<file path="src/seg_io_pkg.sv">
package seg_io_pkg;

  // register indices; byte address on the bus is four times the index
  localparam logic [15:0] IDX_PORT_A_DATA_LATCH = 16'hffda;
  localparam logic [15:0] IDX_PORT_B_DATA_LATCH = 16'hffdb;
  localparam logic [15:0] IDX_PORT_A_DIRECTION = 16'hffea;
  localparam logic [15:0] IDX_PORT_B_DIRECTION = 16'hffeb;
  localparam logic [15:0] IDX_LCD_PORT_CONTROL = 16'hffc0;
  localparam logic [15:0] IDX_OP_MODE = 16'hffc1;

  // field layout
  localparam int SEG_SEL_LSB = 0;
  localparam int SEG_SEL_W = 4;
  localparam int OP_MODE_LSB = 0;
  localparam int OP_MODE_W = 3;

  // reset and readback values
  localparam logic [7:0] DATA_LATCH_RST = 8'h00;
  localparam logic [7:0] DIRECTION_RST = 8'h00;
  localparam logic [3:0] SEG_SEL_RST = 4'h0;
  localparam logic [7:0] DIRECTION_READ = 8'hff;
  localparam logic [31:0] UNMAPPED_READ = 32'h0000_0000;

  // segment-select codes, lower half of the first port
  localparam logic [3:0] SEG_SEL_LOW_GPIO_EXTRA = 4'h4;

  typedef enum logic [2:0] {
    MODE_ACTIVE = 3'b000,
    MODE_SUBACTIVE = 3'b001,
    MODE_SLEEP = 3'b010,
    MODE_SUBSLEEP = 3'b011,
    MODE_WATCH = 3'b100,
    MODE_STANDBY = 3'b101
  } op_mode_e;

  localparam op_mode_e OP_MODE_RST = MODE_ACTIVE;

endpackage

</file>
<file path="src/segment_shared_io_ports.sv">
`timescale 1ns/10ps
`default_nettype none

// Overview of operation
// - first port direction register: 8 bits, 1 makes output, 0 makes input
// - first port direction and latch act only where segment-select gives pin to gpio
// - first port direction clears to zero on reset, all pins inputs
// - first port direction is write-only, reads back all ones
// - upper pins 7..4: gpio on 00xx, segment n+17 on 01xx or 1xxx
// - lower pins 3..0: gpio on 00xx or 0100, segment on 0101, 011x, 1xxx
// - first port pins float in reset and standby, hold in sleep, subsleep, watch
// - second port is an 8-bit bidirectional general purpose port
// - second port data latch at index ffdb, read/write, resets to zero
// - second port direction at index ffeb, write-only, resets to zero
// - second port data read: output bits give latch, input bits give pin
// - second port data latch resets to zero
// - first port data latch at index ffda, direction at ffea, both reset zero
// - first port data read: output bits give latch, input bits give pin
// - second port direction: 1 output, 0 input, write-only, reads all ones
module segment_shared_io_ports #(
  parameter int ADDR_W = 18,
  parameter int PORT_W = 8
) (
  input wire logic clk_i, // 250 MHz system clock
  input wire logic rst_i, // synchronous reset, active high
  input wire logic cyc_i, // wishbone cycle
  input wire logic stb_i, // wishbone strobe
  input wire logic we_i, // wishbone write enable
  input wire logic [ADDR_W-1:0] adr_i, // wishbone byte address
  input wire logic [3:0] sel_i, // wishbone byte selects
  input wire logic [31:0] dat_i, // wishbone write data
  output logic [31:0] dat_o, // wishbone read data
  output logic ack_o, // wishbone acknowledge
  input wire logic [PORT_W-1:0] lcd_segment_output_i, // segments 17..24 from lcd driver
  input wire logic [PORT_W-1:0] port_a_pin_i, // first port pin levels
  output logic [PORT_W-1:0] port_a_pin_o, // first port pin drive value
  output logic [PORT_W-1:0] port_a_pin_oe_o, // first port pin drive enable
  input wire logic [PORT_W-1:0] port_b_pin_i, // second port pin levels
  output logic [PORT_W-1:0] port_b_pin_o, // second port pin drive value
  output logic [PORT_W-1:0] port_b_pin_oe_o // second port pin drive enable
);

  ////////////////////////////////////////////////////////////////////////////
  // decode helpers

  function automatic logic idx_hit(input logic [ADDR_W-1:0] adr, input logic [15:0] idx);
    idx_hit = (adr[ADDR_W-1:2] == idx[ADDR_W-3:0]);
  endfunction

  // true when pin n of the first port is general i/o for this select code
  function automatic logic a_is_gpio(input logic [3:0] seg_sel, input int n);
    logic upper_gpio;
    upper_gpio = (seg_sel[3:2] == 2'b00);
    if (n >= PORT_W / 2) begin
      a_is_gpio = upper_gpio;
    end else begin
      a_is_gpio = upper_gpio || (seg_sel == seg_io_pkg::SEG_SEL_LOW_GPIO_EXTRA);
    end
  endfunction

  ////////////////////////////////////////////////////////////////////////////
  // register file

  logic [PORT_W-1:0] a_latch_r, a_latch_nxt;
  logic [PORT_W-1:0] a_dir_r, a_dir_nxt;
  logic [PORT_W-1:0] b_latch_r, b_latch_nxt;
  logic [PORT_W-1:0] b_dir_r, b_dir_nxt;
  logic [3:0] seg_sel_r, seg_sel_nxt;
  seg_io_pkg::op_mode_e mode_r, mode_nxt;
  logic ack_r, ack_nxt;
  logic [31:0] rdata_r, rdata_nxt;
  logic req;
  logic wr_lane0;

  assign req = cyc_i && stb_i && !ack_r;
  assign wr_lane0 = req && we_i && sel_i[0];

  always_comb begin
    a_latch_nxt = a_latch_r;
    a_dir_nxt = a_dir_r;
    b_latch_nxt = b_latch_r;
    b_dir_nxt = b_dir_r;
    seg_sel_nxt = seg_sel_r;
    mode_nxt = mode_r;
    ack_nxt = req;
    rdata_nxt = rdata_r;
    if (wr_lane0) begin
      if (idx_hit(adr_i, seg_io_pkg::IDX_PORT_A_DATA_LATCH)) begin
        a_latch_nxt = dat_i[PORT_W-1:0];
      end
      if (idx_hit(adr_i, seg_io_pkg::IDX_PORT_A_DIRECTION)) begin
        a_dir_nxt = dat_i[PORT_W-1:0];
      end
      if (idx_hit(adr_i, seg_io_pkg::IDX_PORT_B_DATA_LATCH)) begin
        b_latch_nxt = dat_i[PORT_W-1:0];
      end
      if (idx_hit(adr_i, seg_io_pkg::IDX_PORT_B_DIRECTION)) begin
        b_dir_nxt = dat_i[PORT_W-1:0];
      end
      if (idx_hit(adr_i, seg_io_pkg::IDX_LCD_PORT_CONTROL)) begin
        seg_sel_nxt = dat_i[seg_io_pkg::SEG_SEL_LSB +: seg_io_pkg::SEG_SEL_W];
      end
      // an undefined mode code is ignored, the old mode stays
      if (idx_hit(adr_i, seg_io_pkg::IDX_OP_MODE)) begin
        unique case (dat_i[seg_io_pkg::OP_MODE_LSB +: seg_io_pkg::OP_MODE_W])
          3'h0: mode_nxt = seg_io_pkg::MODE_ACTIVE;
          3'h1: mode_nxt = seg_io_pkg::MODE_SUBACTIVE;
          3'h2: mode_nxt = seg_io_pkg::MODE_SLEEP;
          3'h3: mode_nxt = seg_io_pkg::MODE_SUBSLEEP;
          3'h4: mode_nxt = seg_io_pkg::MODE_WATCH;
          3'h5: mode_nxt = seg_io_pkg::MODE_STANDBY;
          default: mode_nxt = mode_r;
        endcase
      end
    end
    if (req && !we_i) begin
      rdata_nxt = seg_io_pkg::UNMAPPED_READ;
      if (idx_hit(adr_i, seg_io_pkg::IDX_PORT_A_DATA_LATCH)) begin
        rdata_nxt[PORT_W-1:0] = (a_dir_r & a_latch_r) | (~a_dir_r & port_a_pin_i);
      end
      if (idx_hit(adr_i, seg_io_pkg::IDX_PORT_B_DATA_LATCH)) begin
        rdata_nxt[PORT_W-1:0] = (b_dir_r & b_latch_r) | (~b_dir_r & port_b_pin_i);
      end
      if (idx_hit(adr_i, seg_io_pkg::IDX_PORT_A_DIRECTION)) begin
        rdata_nxt[PORT_W-1:0] = seg_io_pkg::DIRECTION_READ;
      end
      if (idx_hit(adr_i, seg_io_pkg::IDX_PORT_B_DIRECTION)) begin
        rdata_nxt[PORT_W-1:0] = seg_io_pkg::DIRECTION_READ;
      end
      if (idx_hit(adr_i, seg_io_pkg::IDX_LCD_PORT_CONTROL)) begin
        rdata_nxt[seg_io_pkg::SEG_SEL_LSB +: seg_io_pkg::SEG_SEL_W] = seg_sel_r;
      end
      if (idx_hit(adr_i, seg_io_pkg::IDX_OP_MODE)) begin
        rdata_nxt[seg_io_pkg::OP_MODE_LSB +: seg_io_pkg::OP_MODE_W] = mode_r;
      end
    end
  end

  always_ff @(posedge clk_i) begin
    if (rst_i) begin
      a_latch_r <= seg_io_pkg::DATA_LATCH_RST;
      a_dir_r <= seg_io_pkg::DIRECTION_RST;
      b_latch_r <= seg_io_pkg::DATA_LATCH_RST;
      b_dir_r <= seg_io_pkg::DIRECTION_RST;
      seg_sel_r <= seg_io_pkg::SEG_SEL_RST;
      mode_r <= seg_io_pkg::OP_MODE_RST;
      ack_r <= 1'b0;
      rdata_r <= seg_io_pkg::UNMAPPED_READ;
    end else begin
      a_latch_r <= a_latch_nxt;
      a_dir_r <= a_dir_nxt;
      b_latch_r <= b_latch_nxt;
      b_dir_r <= b_dir_nxt;
      seg_sel_r <= seg_sel_nxt;
      mode_r <= mode_nxt;
      ack_r <= ack_nxt;
      rdata_r <= rdata_nxt;
    end
  end

  assign ack_o = ack_r;
  assign dat_o = rdata_r;

  ////////////////////////////////////////////////////////////////////////////
  // pin drive

  logic [PORT_W-1:0] a_o_r, a_o_nxt, a_oe_r, a_oe_nxt;
  logic [PORT_W-1:0] b_o_r, b_o_nxt, b_oe_r, b_oe_nxt;
  logic [PORT_W-1:0] a_fn_o, a_fn_oe;
  logic functional, holding;

  assign functional = (mode_r == seg_io_pkg::MODE_ACTIVE) || (mode_r == seg_io_pkg::MODE_SUBACTIVE);
  assign holding = (mode_r == seg_io_pkg::MODE_SLEEP) || (mode_r == seg_io_pkg::MODE_SUBSLEEP)
                   || (mode_r == seg_io_pkg::MODE_WATCH);

  genvar gi;
  generate
    for (gi = 0; gi < PORT_W; gi = gi + 1) begin : g_a_pin
      always_comb begin
        if (a_is_gpio(seg_sel_r, gi)) begin
          a_fn_o[gi] = a_dir_r[gi] & a_latch_r[gi];
          a_fn_oe[gi] = a_dir_r[gi];
        end else begin
          a_fn_o[gi] = lcd_segment_output_i[gi];
          a_fn_oe[gi] = 1'b1;
        end
      end
    end
  endgenerate

  always_comb begin
    a_o_nxt = a_o_r;
    a_oe_nxt = a_oe_r;
    if (functional) begin
      a_o_nxt = a_fn_o;
      a_oe_nxt = a_fn_oe;
    end else if (!holding) begin
      a_o_nxt = '0;
      a_oe_nxt = '0;
    end
    b_o_nxt = b_dir_r & b_latch_r;
    b_oe_nxt = b_dir_r;
  end

  always_ff @(posedge clk_i) begin
    if (rst_i) begin
      a_o_r <= '0;
      a_oe_r <= '0;
      b_o_r <= '0;
      b_oe_r <= '0;
    end else begin
      a_o_r <= a_o_nxt;
      a_oe_r <= a_oe_nxt;
      b_o_r <= b_o_nxt;
      b_oe_r <= b_oe_nxt;
    end
  end

  assign port_a_pin_o = a_o_r;
  assign port_a_pin_oe_o = a_oe_r;
  assign port_b_pin_o = b_o_r;
  assign port_b_pin_oe_o = b_oe_r;

  ////////////////////////////////////////////////////////////////////////////
  // checks

  logic rd_a_dir, rd_b_data;
  assign rd_a_dir = req && !we_i && idx_hit(adr_i, seg_io_pkg::IDX_PORT_A_DIRECTION);
  assign rd_b_data = req && !we_i && idx_hit(adr_i, seg_io_pkg::IDX_PORT_B_DATA_LATCH);
  logic rd_a_data, rd_b_dir, wr_a_data, wr_a_dir, wr_b_data, wr_b_dir;
  assign rd_a_data = req && !we_i && idx_hit(adr_i, seg_io_pkg::IDX_PORT_A_DATA_LATCH);
  assign rd_b_dir = req && !we_i && idx_hit(adr_i, seg_io_pkg::IDX_PORT_B_DIRECTION);
  assign wr_a_data = wr_lane0 && idx_hit(adr_i, seg_io_pkg::IDX_PORT_A_DATA_LATCH);
  assign wr_a_dir = wr_lane0 && idx_hit(adr_i, seg_io_pkg::IDX_PORT_A_DIRECTION);
  assign wr_b_data = wr_lane0 && idx_hit(adr_i, seg_io_pkg::IDX_PORT_B_DATA_LATCH);
  assign wr_b_dir = wr_lane0 && idx_hit(adr_i, seg_io_pkg::IDX_PORT_B_DIRECTION);

  dir_readback_a: assert property (
    @(posedge clk_i) disable iff (rst_i) rd_a_dir |=> ack_o && dat_o == 32'h0000_00ff)
    else $error("direction readback not all ones");

  dir_reset_a: assert property (
    @(posedge clk_i) rst_i |=> a_dir_r == 8'h00 && b_dir_r == 8'h00)
    else $error("direction not cleared by reset");

  latch_reset_a: assert property (
    @(posedge clk_i) rst_i |=> b_latch_r == 8'h00 && a_latch_r == 8'h00)
    else $error("latch not cleared by reset");

  reset_float_a: assert property (
    @(posedge clk_i) rst_i |=> port_a_pin_oe_o == 8'h00)
    else $error("first port driven during reset");

  standby_float_a: assert property (
    @(posedge clk_i) disable iff (rst_i) mode_r == seg_io_pkg::MODE_STANDBY |=> port_a_pin_oe_o == 8'h00)
    else $error("first port driven in standby");

  sleep_hold_a: assert property (
    @(posedge clk_i) disable iff (rst_i) holding ##1 holding |-> $stable(port_a_pin_o) && $stable(port_a_pin_oe_o))
    else $error("first port changed while held");

  gpio_drive_a: assert property (
    @(posedge clk_i) disable iff (rst_i) functional && seg_sel_r == 4'h0
    |=> port_a_pin_oe_o == $past(a_dir_r) && port_a_pin_o == ($past(a_dir_r) & $past(a_latch_r)))
    else $error("gpio pin drive mismatch");

  seg_select_a: assert property (
    @(posedge clk_i) disable iff (rst_i) functional && seg_sel_r[3]
    |=> port_a_pin_oe_o == 8'hff && port_a_pin_o == $past(lcd_segment_output_i))
    else $error("segment takeover mismatch");

  low_gpio_a: assert property (
    @(posedge clk_i) disable iff (rst_i) functional && seg_sel_r == 4'h4
    |=> port_a_pin_oe_o[7:4] == 4'hf && port_a_pin_oe_o[3:0] == $past(a_dir_r[3:0]))
    else $error("code 0100 split wrong");

  b_read_a: assert property (
    @(posedge clk_i) disable iff (rst_i) rd_b_data
    |=> dat_o[7:0] == (($past(b_dir_r) & $past(b_latch_r)) | (~$past(b_dir_r) & $past(port_b_pin_i))))
    else $error("second port read mix wrong");

  ack_pulse_a: assert property (
    @(posedge clk_i) disable iff (rst_i) ack_o |=> !ack_o)
    else $error("ack held longer than one cycle");

  ack_timing_a: assert property (
    @(posedge clk_i) disable iff (rst_i) req |=> ack_o)
    else $error("request not answered in one cycle");

  dir_write_a: assert property (
    @(posedge clk_i) disable iff (rst_i) wr_a_dir |=> a_dir_r == $past(dat_i[PORT_W-1:0]))
    else $error("first port direction write lost");

  a_data_write_a: assert property (
    @(posedge clk_i) disable iff (rst_i) wr_a_data |=> a_latch_r == $past(dat_i[PORT_W-1:0]))
    else $error("first port latch write lost");

  b_data_write_a: assert property (
    @(posedge clk_i) disable iff (rst_i) wr_b_data |=> b_latch_r == $past(dat_i[PORT_W-1:0]))
    else $error("second port latch write lost");

  b_dir_write_a: assert property (
    @(posedge clk_i) disable iff (rst_i) wr_b_dir |=> b_dir_r == $past(dat_i[PORT_W-1:0]))
    else $error("second port direction write lost");

  b_dir_readback_a: assert property (
    @(posedge clk_i) disable iff (rst_i) rd_b_dir |=> ack_o && dat_o == 32'h0000_00ff)
    else $error("second direction readback not all ones");

  a_read_a: assert property (
    @(posedge clk_i) disable iff (rst_i) rd_a_data
    |=> dat_o[7:0] == (($past(a_dir_r) & $past(a_latch_r)) | (~$past(a_dir_r) & $past(port_a_pin_i))))
    else $error("first port read mix wrong");

  b_pin_drive_a: assert property (
    @(posedge clk_i) disable iff (rst_i) 1'b1
    |=> port_b_pin_oe_o == $past(b_dir_r) && port_b_pin_o == ($past(b_dir_r) & $past(b_latch_r)))
    else $error("second port pin drive mismatch");

  upper_seg_a: assert property (
    @(posedge clk_i) disable iff (rst_i) functional && seg_sel_r[3:2] == 2'b01
    |=> port_a_pin_oe_o[7:4] == 4'hf && port_a_pin_o[7:4] == $past(lcd_segment_output_i[7:4]))
    else $error("upper pins not given to segments");

  low_seg_a: assert property (
    @(posedge clk_i) disable iff (rst_i) functional && seg_sel_r[3:2] == 2'b01 && seg_sel_r != 4'h4
    |=> port_a_pin_oe_o == 8'hff)
    else $error("lower pins not given to segments");

  dir_write_c: cover property (@(posedge clk_i) disable iff (rst_i) wr_lane0 ##1 a_dir_r != 8'h00);
  b_read_c: cover property (@(posedge clk_i) disable iff (rst_i) rd_b_data && b_dir_r != 8'h00);
  segment_c: cover property (@(posedge clk_i) disable iff (rst_i) functional && seg_sel_r == 4'h5);
  standby_c: cover property (@(posedge clk_i) disable iff (rst_i) mode_r == seg_io_pkg::MODE_STANDBY);
  a_read_c: cover property (@(posedge clk_i) disable iff (rst_i) rd_a_data && a_dir_r != 8'h00 && a_dir_r != 8'hff);

endmodule

`default_nettype wire

</file>
<file path="config.mk">
export PLATFORM = sky130hd
export DESIGN_NAME = segment_shared_io_ports
export DESIGN_NICKNAME = d
export VERILOG_FILES = /design/src/seg_io_pkg.sv /design/src/segment_shared_io_ports.sv
export SDC_FILE = /design/constraint.sdc
export NUM_CORES = 1
export LEC_CHECK = 0
export ABC_AREA = 1
export BUFFER_PORTS_ARGS = -buffer_cell sky130_fd_sc_hd__buf_2
export CAP_MARGIN = 30
export CELL_PAD_IN_SITES_DETAIL_PLACEMENT = 0
export CELL_PAD_IN_SITES_GLOBAL_PLACEMENT = 1
export CORE_UTILIZATION = 36
export DETAILED_ROUTE_END_ITERATION = 10
export GPL_ROUTABILITY_DRIVEN = 1
export GPL_TIMING_DRIVEN = 0
export PLACE_DENSITY_LB_ADDON = 0.25
export SETUP_SLACK_MARGIN = 0.02
export SLEW_MARGIN = 20
export SYNTH_ARGS = -nofsm -noshare
export SYNTH_HDL_FRONTEND = slang
export SYNTH_SLANG_ARGS = --single-unit
</file>
<file path="constraint.sdc">
create_clock -name clk_i -period 3.3 [get_ports clk_i]
set_clock_uncertainty 0.05 [all_clocks]
set_input_delay 0.33 -clock clk_i [delete_from_list [all_inputs] [get_ports clk_i]]
set_output_delay 0.33 -clock clk_i [all_outputs]
set_load 0.01 [all_outputs]
</file>
### Word-level counts from Yosys, hierarchy flattened

Cells that the tools add are included.

| word-level totals | value |
|---|---|
| register bits after elaboration | 80 |
| input bits | 83 |

| operators by class | value |
|---|---|
| equality and inequality tests | 17 |
| multiplexer cells | 26 |
| bitwise gates (word level) | 16 |
| reduce and logical (&&, ||, !) cells | 21 |

Operators with widths:

| operator | number |
|---|---|
| equality test 16 bit (second input constant) | 6 |
| 2-to-1 mux 8 bit | 7 |
| bitwise AND 8 bit | 4 |
| one-hot mux 3 bit (6 select lines) | 1 |
| 2-to-1 mux 1 bit | 16 |
| inverter 8 bit | 2 |
| OR 8 bit | 2 |
| equality test 3 x 2 -> 1 bit (second input constant) | 4 |
| AND reduction 2 bit | 5 |
| equality test 3 bit (second input constant) | 3 |
| bitwise AND 1 bit | 8 |
| equality test 3 x 1 -> 1 bit (second input constant) | 2 |
| zero test 3 bit | 2 |
| nonzero test 6 bit | 1 |
| logical AND 1 bit | 5 |
| equality test 4 x 3 -> 1 bit (second input constant) | 1 |
| logical OR 1 bit | 4 |
| 2-to-1 mux 4 bit | 1 |
| 2-to-1 mux 3 bit | 1 |
| AND reduction 3 bit | 1 |
| zero test 1 bit | 2 |
| zero test 2 bit | 1 |
| inequality test 2 bit (second input constant) | 1 |

### Longest topological paths before layout

| depth | value |
|---|---|
| depth after elaboration | 9 |
| gate-level depth with buffers | 10 |
| mapped depth without buffers | 10 |

### Worst setup path before layout

OpenSTA, ideal clock, no wires.

| path | value |
|---|---|
| path kind | input-to-reg |
| from | input cyc_i |
| to | register a_dir_r[0] |
| arrival time | 1.256 ns |
| required time | 3.137 ns |
| path slack | 1.881 ns |
| cell stages on the path | 9 |
| buffers on the path | 1 |
| path through | nand2_1 > nor2_2 > nand3_4 > clkinv_2 > and3_1 > buf_6 > inv_4 > o21ai_1 > nor2_1 |

| between the ends | value |
|---|---|
| longest elaborated chain between the ends | 5 |

RTL lines:

| item | RTL line | text |
|---|---|---|
| from (decl) | segment_shared_io_ports.sv:26 | `input wire logic cyc_i,` |
| logical AND 1 bit (2 in a row) | segment_shared_io_ports.sv:75 | `assign req = cyc_i && stb_i && !ack_r;` |
| logical AND 1 bit (2 in a row) | segment_shared_io_ports.sv:76 | `assign wr_lane0 = req && we_i && sel_i[0];` |
| AND reduction 2 bit (no line) | - |  |
| to (signal assigned) | segment_shared_io_ports.sv:142 | `a_dir_r <= seg_io_pkg::DIRECTION_RST;` |
| to (signal assigned) | segment_shared_io_ports.sv:151 | `a_dir_r <= a_dir_nxt;` |
| to (decl) | segment_shared_io_ports.sv:65 | `logic [PORT_W-1:0] a_dir_r, a_dir_nxt;` |

Every way passes these cells.
A chain may end at the register's enable or synchronous reset.

### Worst setup path after layout

| path | value |
|---|---|
| from | register ack_r (netlist: ack_o) |
| to | register rdata_r[7] (netlist: dat_o[7]) |

| between the ends | value |
|---|---|
| longest elaborated chain between the ends | 3 |

RTL lines:

| item | RTL line | text |
|---|---|---|
| from (decl) | segment_shared_io_ports.sv:70 | `logic ack_r, ack_nxt;` |
| from (signal assigned) | segment_shared_io_ports.sv:156 | `ack_r <= ack_nxt;` |
| zero test 1 bit | segment_shared_io_ports.sv:75 |  |
| logical AND 1 bit | segment_shared_io_ports.sv:75 |  |
| logical AND 1 bit | - |  |
| to (signal assigned) | segment_shared_io_ports.sv:148 | `rdata_r <= seg_io_pkg::UNMAPPED_READ;` |
| to (signal assigned) | segment_shared_io_ports.sv:157 | `rdata_r <= rdata_nxt;` |
| to (decl) | segment_shared_io_ports.sv:71 | `logic [31:0] rdata_r, rdata_nxt;` |

Every way passes these cells.

==> impl_metrics.ini <==
[sta]
fin_crit_ns = 1.78
fmax_mhz = 563
fin_setup_tns_ns = 0
tightest_slew_ns = 0.686
worst_hold_slack_ns = 0.206
relSlewSlack_pct = 54.0
finalSetupViolCount = 0
drv_slew = 0
hold_viol = 0
rsz0062_at_grt = false
finalCritPeriodShare_pct = 53.8

[final_layout]
nFillCells = 1069
antenna_cells = 0
layout-drive-gt1-share_pct = 28.6
area_growth_syn_to_layout_pct = 25.2
final_net_count = 687

[critical_path]
rr_worst_depth = 7
crit_buf_inv = 2
timing.rr.start = ack_o
crit_chain = nor2_2 > inv_1 > nor2_1 > buf_2 > o21ai_0 > nor3_1 > nor2_1
worst-path-max-fanout = 10
cp_data_arrival_time_ns = 1.97
r2r_setup_slack_ns = 1.52
required_ns = 3.50
end_kind = flip-flop
r2r_end = dat_o[7]
cp_common_cell = nor2_1
critical_path_class = reg -> reg
crit_path_start_kind = flip-flop
critical_path.slowest_cell = nor2_1
cp_slowest_stage_delay_ns = 0.36
critical_path.top_delay_family = simple AND/OR/NAND/NOR gates

[power]
pwr_density_cell_mw_per_mm2 = 407
max-vdd-ir-drop_mv = 0.212
leakage_nw = 2.29

[cts]
cts_resized = 0
cts-root-buf = clkbuf_8
worstSkewPairLatency_ns = 0.36
cts.sink_count = 80
cts_tree = done
cts_made_buffers = 9
cts_setup_buffers = 0
postCtsHoldBufs = 0
htreeDepth = 3
clk_pin_slew_ns = 0.10
cts_buffer_depth = 2

[worst_hold_path]
hp-start = dat_i[2]
min_path_cells = 3
holdPathEnd = a_dir_r[2]
hold_class = in -> reg

[global_routing]
antenna_found_initial = 0
gr-usage-all-layers_pct = 19.3
grt_pass1_vias = 3214
grt_max_degree = 16
grt_remaining_overflow = 0
grt_pass1_wl_mm = 15.7

[logic_synthesis]
synth-edff-count = 0
synth_ff_type = dfxtp_1
synth_top_area_cell = dfxtp_1
avgSynthCellArea_um2 = 7.65
synth_top_cells_by_area = dfxtp_1 44%, nand2_1 7.5%, a21oi_1 6.3%, o21ai_0 6.3%, nor2_1 6.2%
synth.most_common_cell = dfxtp_1
ys_top_cells_by_count = 80 x dfxtp_1, 73 x nand2_1, 60 x nor2_1
async_flop_share_pct = 0
yosys_warnings = 0
synthesis.area_mm2 = 0.00365
seq_area_frac_synth_pct = 43.9
yosys.area.top_type_share_pct = 43.9
ys_types = 37
syn_inst = 477
ys_ff_latch = 80

[outcome]
status = finished clean

[detailed_routing]
num_vias = 3370
dr.pass1.iters = 4
vias_per_cell = 4.54
drc = 0
ant_nets = 0
wl_per_cell_um = 12.9
drt_iter0_markers = 183
routed_wl_mm = 9.55

[job]
cap_violations = 0

[floorplanning]
fp-row-count = 36
ioPinCount = 148
die_w_um = 103
die_area_mm2 = 0.0105
die_h_um = 103
start_util_pct = 37.2
coreArea_mm2 = 0.00982

[placement]
gp_congestion = 0.797
place_hpwl_mm = 7.52
port-buffer-count = 93
## registers in the layout, indices dropped and copies added, names as in the netlist
name	cells
seg_sel_r	4
b_latch_r	8
port_a_pin_o	8
port_a_pin_oe_o	8
port_b_pin_oe_o	8
mode_r	3
a_dir_r	8
port_b_pin_o	8
dat_o	8
a_latch_r	8
b_dir_r	8
ack_o	1
## per-stage QoR
step | cell area (um^2) | setup WS (ns) | util (%) | power (W) | instances
final | 4570 | 1.52 | 46.5 | 0.00186 | 742
after global placement | 4370 | 1.49 | 44.5 | 0.00114 | 726
after global routing | 4570 | 1.35 | 46.5 | 0.00194 | 742
after floorplan | 3740 | 1.88 | - | 0.00108 | 500
after CTS | 4570 | 1.52 | 46.5 | 0.00188 | 742
after detailed placement | 4370 | 1.48 | 44.5 | 0.00114 | 726
## cells by family (layout without fill, tap and decap cells)
family | after synthesis | after routing | synth area share (%)
AND/OR/NAND/NOR | 178 | 178 | 23.3
AO/OA/AOI/OAI | 126 | 126 | 19.6
other | 1 | 24 | 0.103
flip-flops | 80 | 80 | 43.9
buffers and inverters | 92 | 201 | 13.0
## cells in the final DEF (no fill, tap or decap), types with 2 or more instances in the layout
| cell | instances |
|---|---|
| nor2_8 | 3 |
| clkbuf_1 | 8 |
| nand4_1 | 7 |
| a21oi_1 | 46 |
| a211oi_2 | 2 |
| o21ai_1 | 8 |
| buf_2 | 96 |
| clkbuf_8 | 9 |
| nor3_1 | 5 |
| nor2_2 | 5 |
| a211oi_1 | 6 |
| inv_2 | 4 |
| nor2_1 | 60 |
| o21ai_2 | 3 |
| clkinv_4 | 2 |
| nand3_1 | 12 |
| clkinv_2 | 2 |
| a21boi_0 | 4 |
| buf_6 | 2 |
| o211ai_1 | 8 |
| dfxtp_1 | 80 |
| buf_4 | 24 |
| nor2_4 | 4 |
| nand2_4 | 2 |
| nand2_2 | 3 |
| nand2_1 | 73 |
| inv_6 | 2 |
| o21ai_0 | 46 |
| conb_1 | 24 |
| a21oi_2 | 2 |
| inv_1 | 46 |
## where the power goes
group	internal [W]	switching (W)	total, W	leakage (nW)
Clock	0.000356	0.000380	0.000736	0.100
Combinational	0.0000614	0.0000914	0.000153	1.55
Sequential	0.000969	0.00000245	0.000971	0.645
Total	0.00139	0.000473	0.00186	2.29
## how the worst max path moves through the flow
stage	endpoint	slack [ns]	depth (start not counted)	startpoint
after detailed placement	dat_o[6]	1.48	9	cyc_i
after global placement	dat_o[6]	1.49	9	cyc_i
after floorplan	a_dir_r[0]	1.88	9	cyc_i
after CTS	dat_o[7]	1.52	7	ack_o
after global routing	dat_o[7]	1.35	7	ack_o
final	dat_o[7]	1.52	7	ack_o
## routing by layer
metal / share of wire (%) / global-route usage (%)
met2: 45 / 31.4
met1: 47 / 25.6
met5: 0 / 0
met3: 6.0 / 4.00
met4: 1.5 / 6.15
## cell type report
| class | instances | area [um^2] | share of cell area, % |
|---|---|---|---|
| Buffer | 40 | 277 | 6.05 |
| Clock buffer | 9 | 124 | 2.71 |
| Clock inverter | 7 | 77.6 | 1.70 |
| Inverter | 52 | 199 | 4.35 |
| Multi-Input combinational cell | 328 | 1660 | 36.3 |
| Sequential cell | 80 | 1600 | 35.0 |
| Tap cell | 133 | 166 | 3.64 |
| Timing Repair Buffer | 93 | 465 | 10.2 |
## tightest hold or removal path: cells and delay by family
family	cells	cell delay (ns)
and+or+nand+nor	1	0.07
buffers and inverters	1	0.11
AOI/OAI and AO/OA	1	0.07
Note: power is estimated with default switching activity, not from simulation.
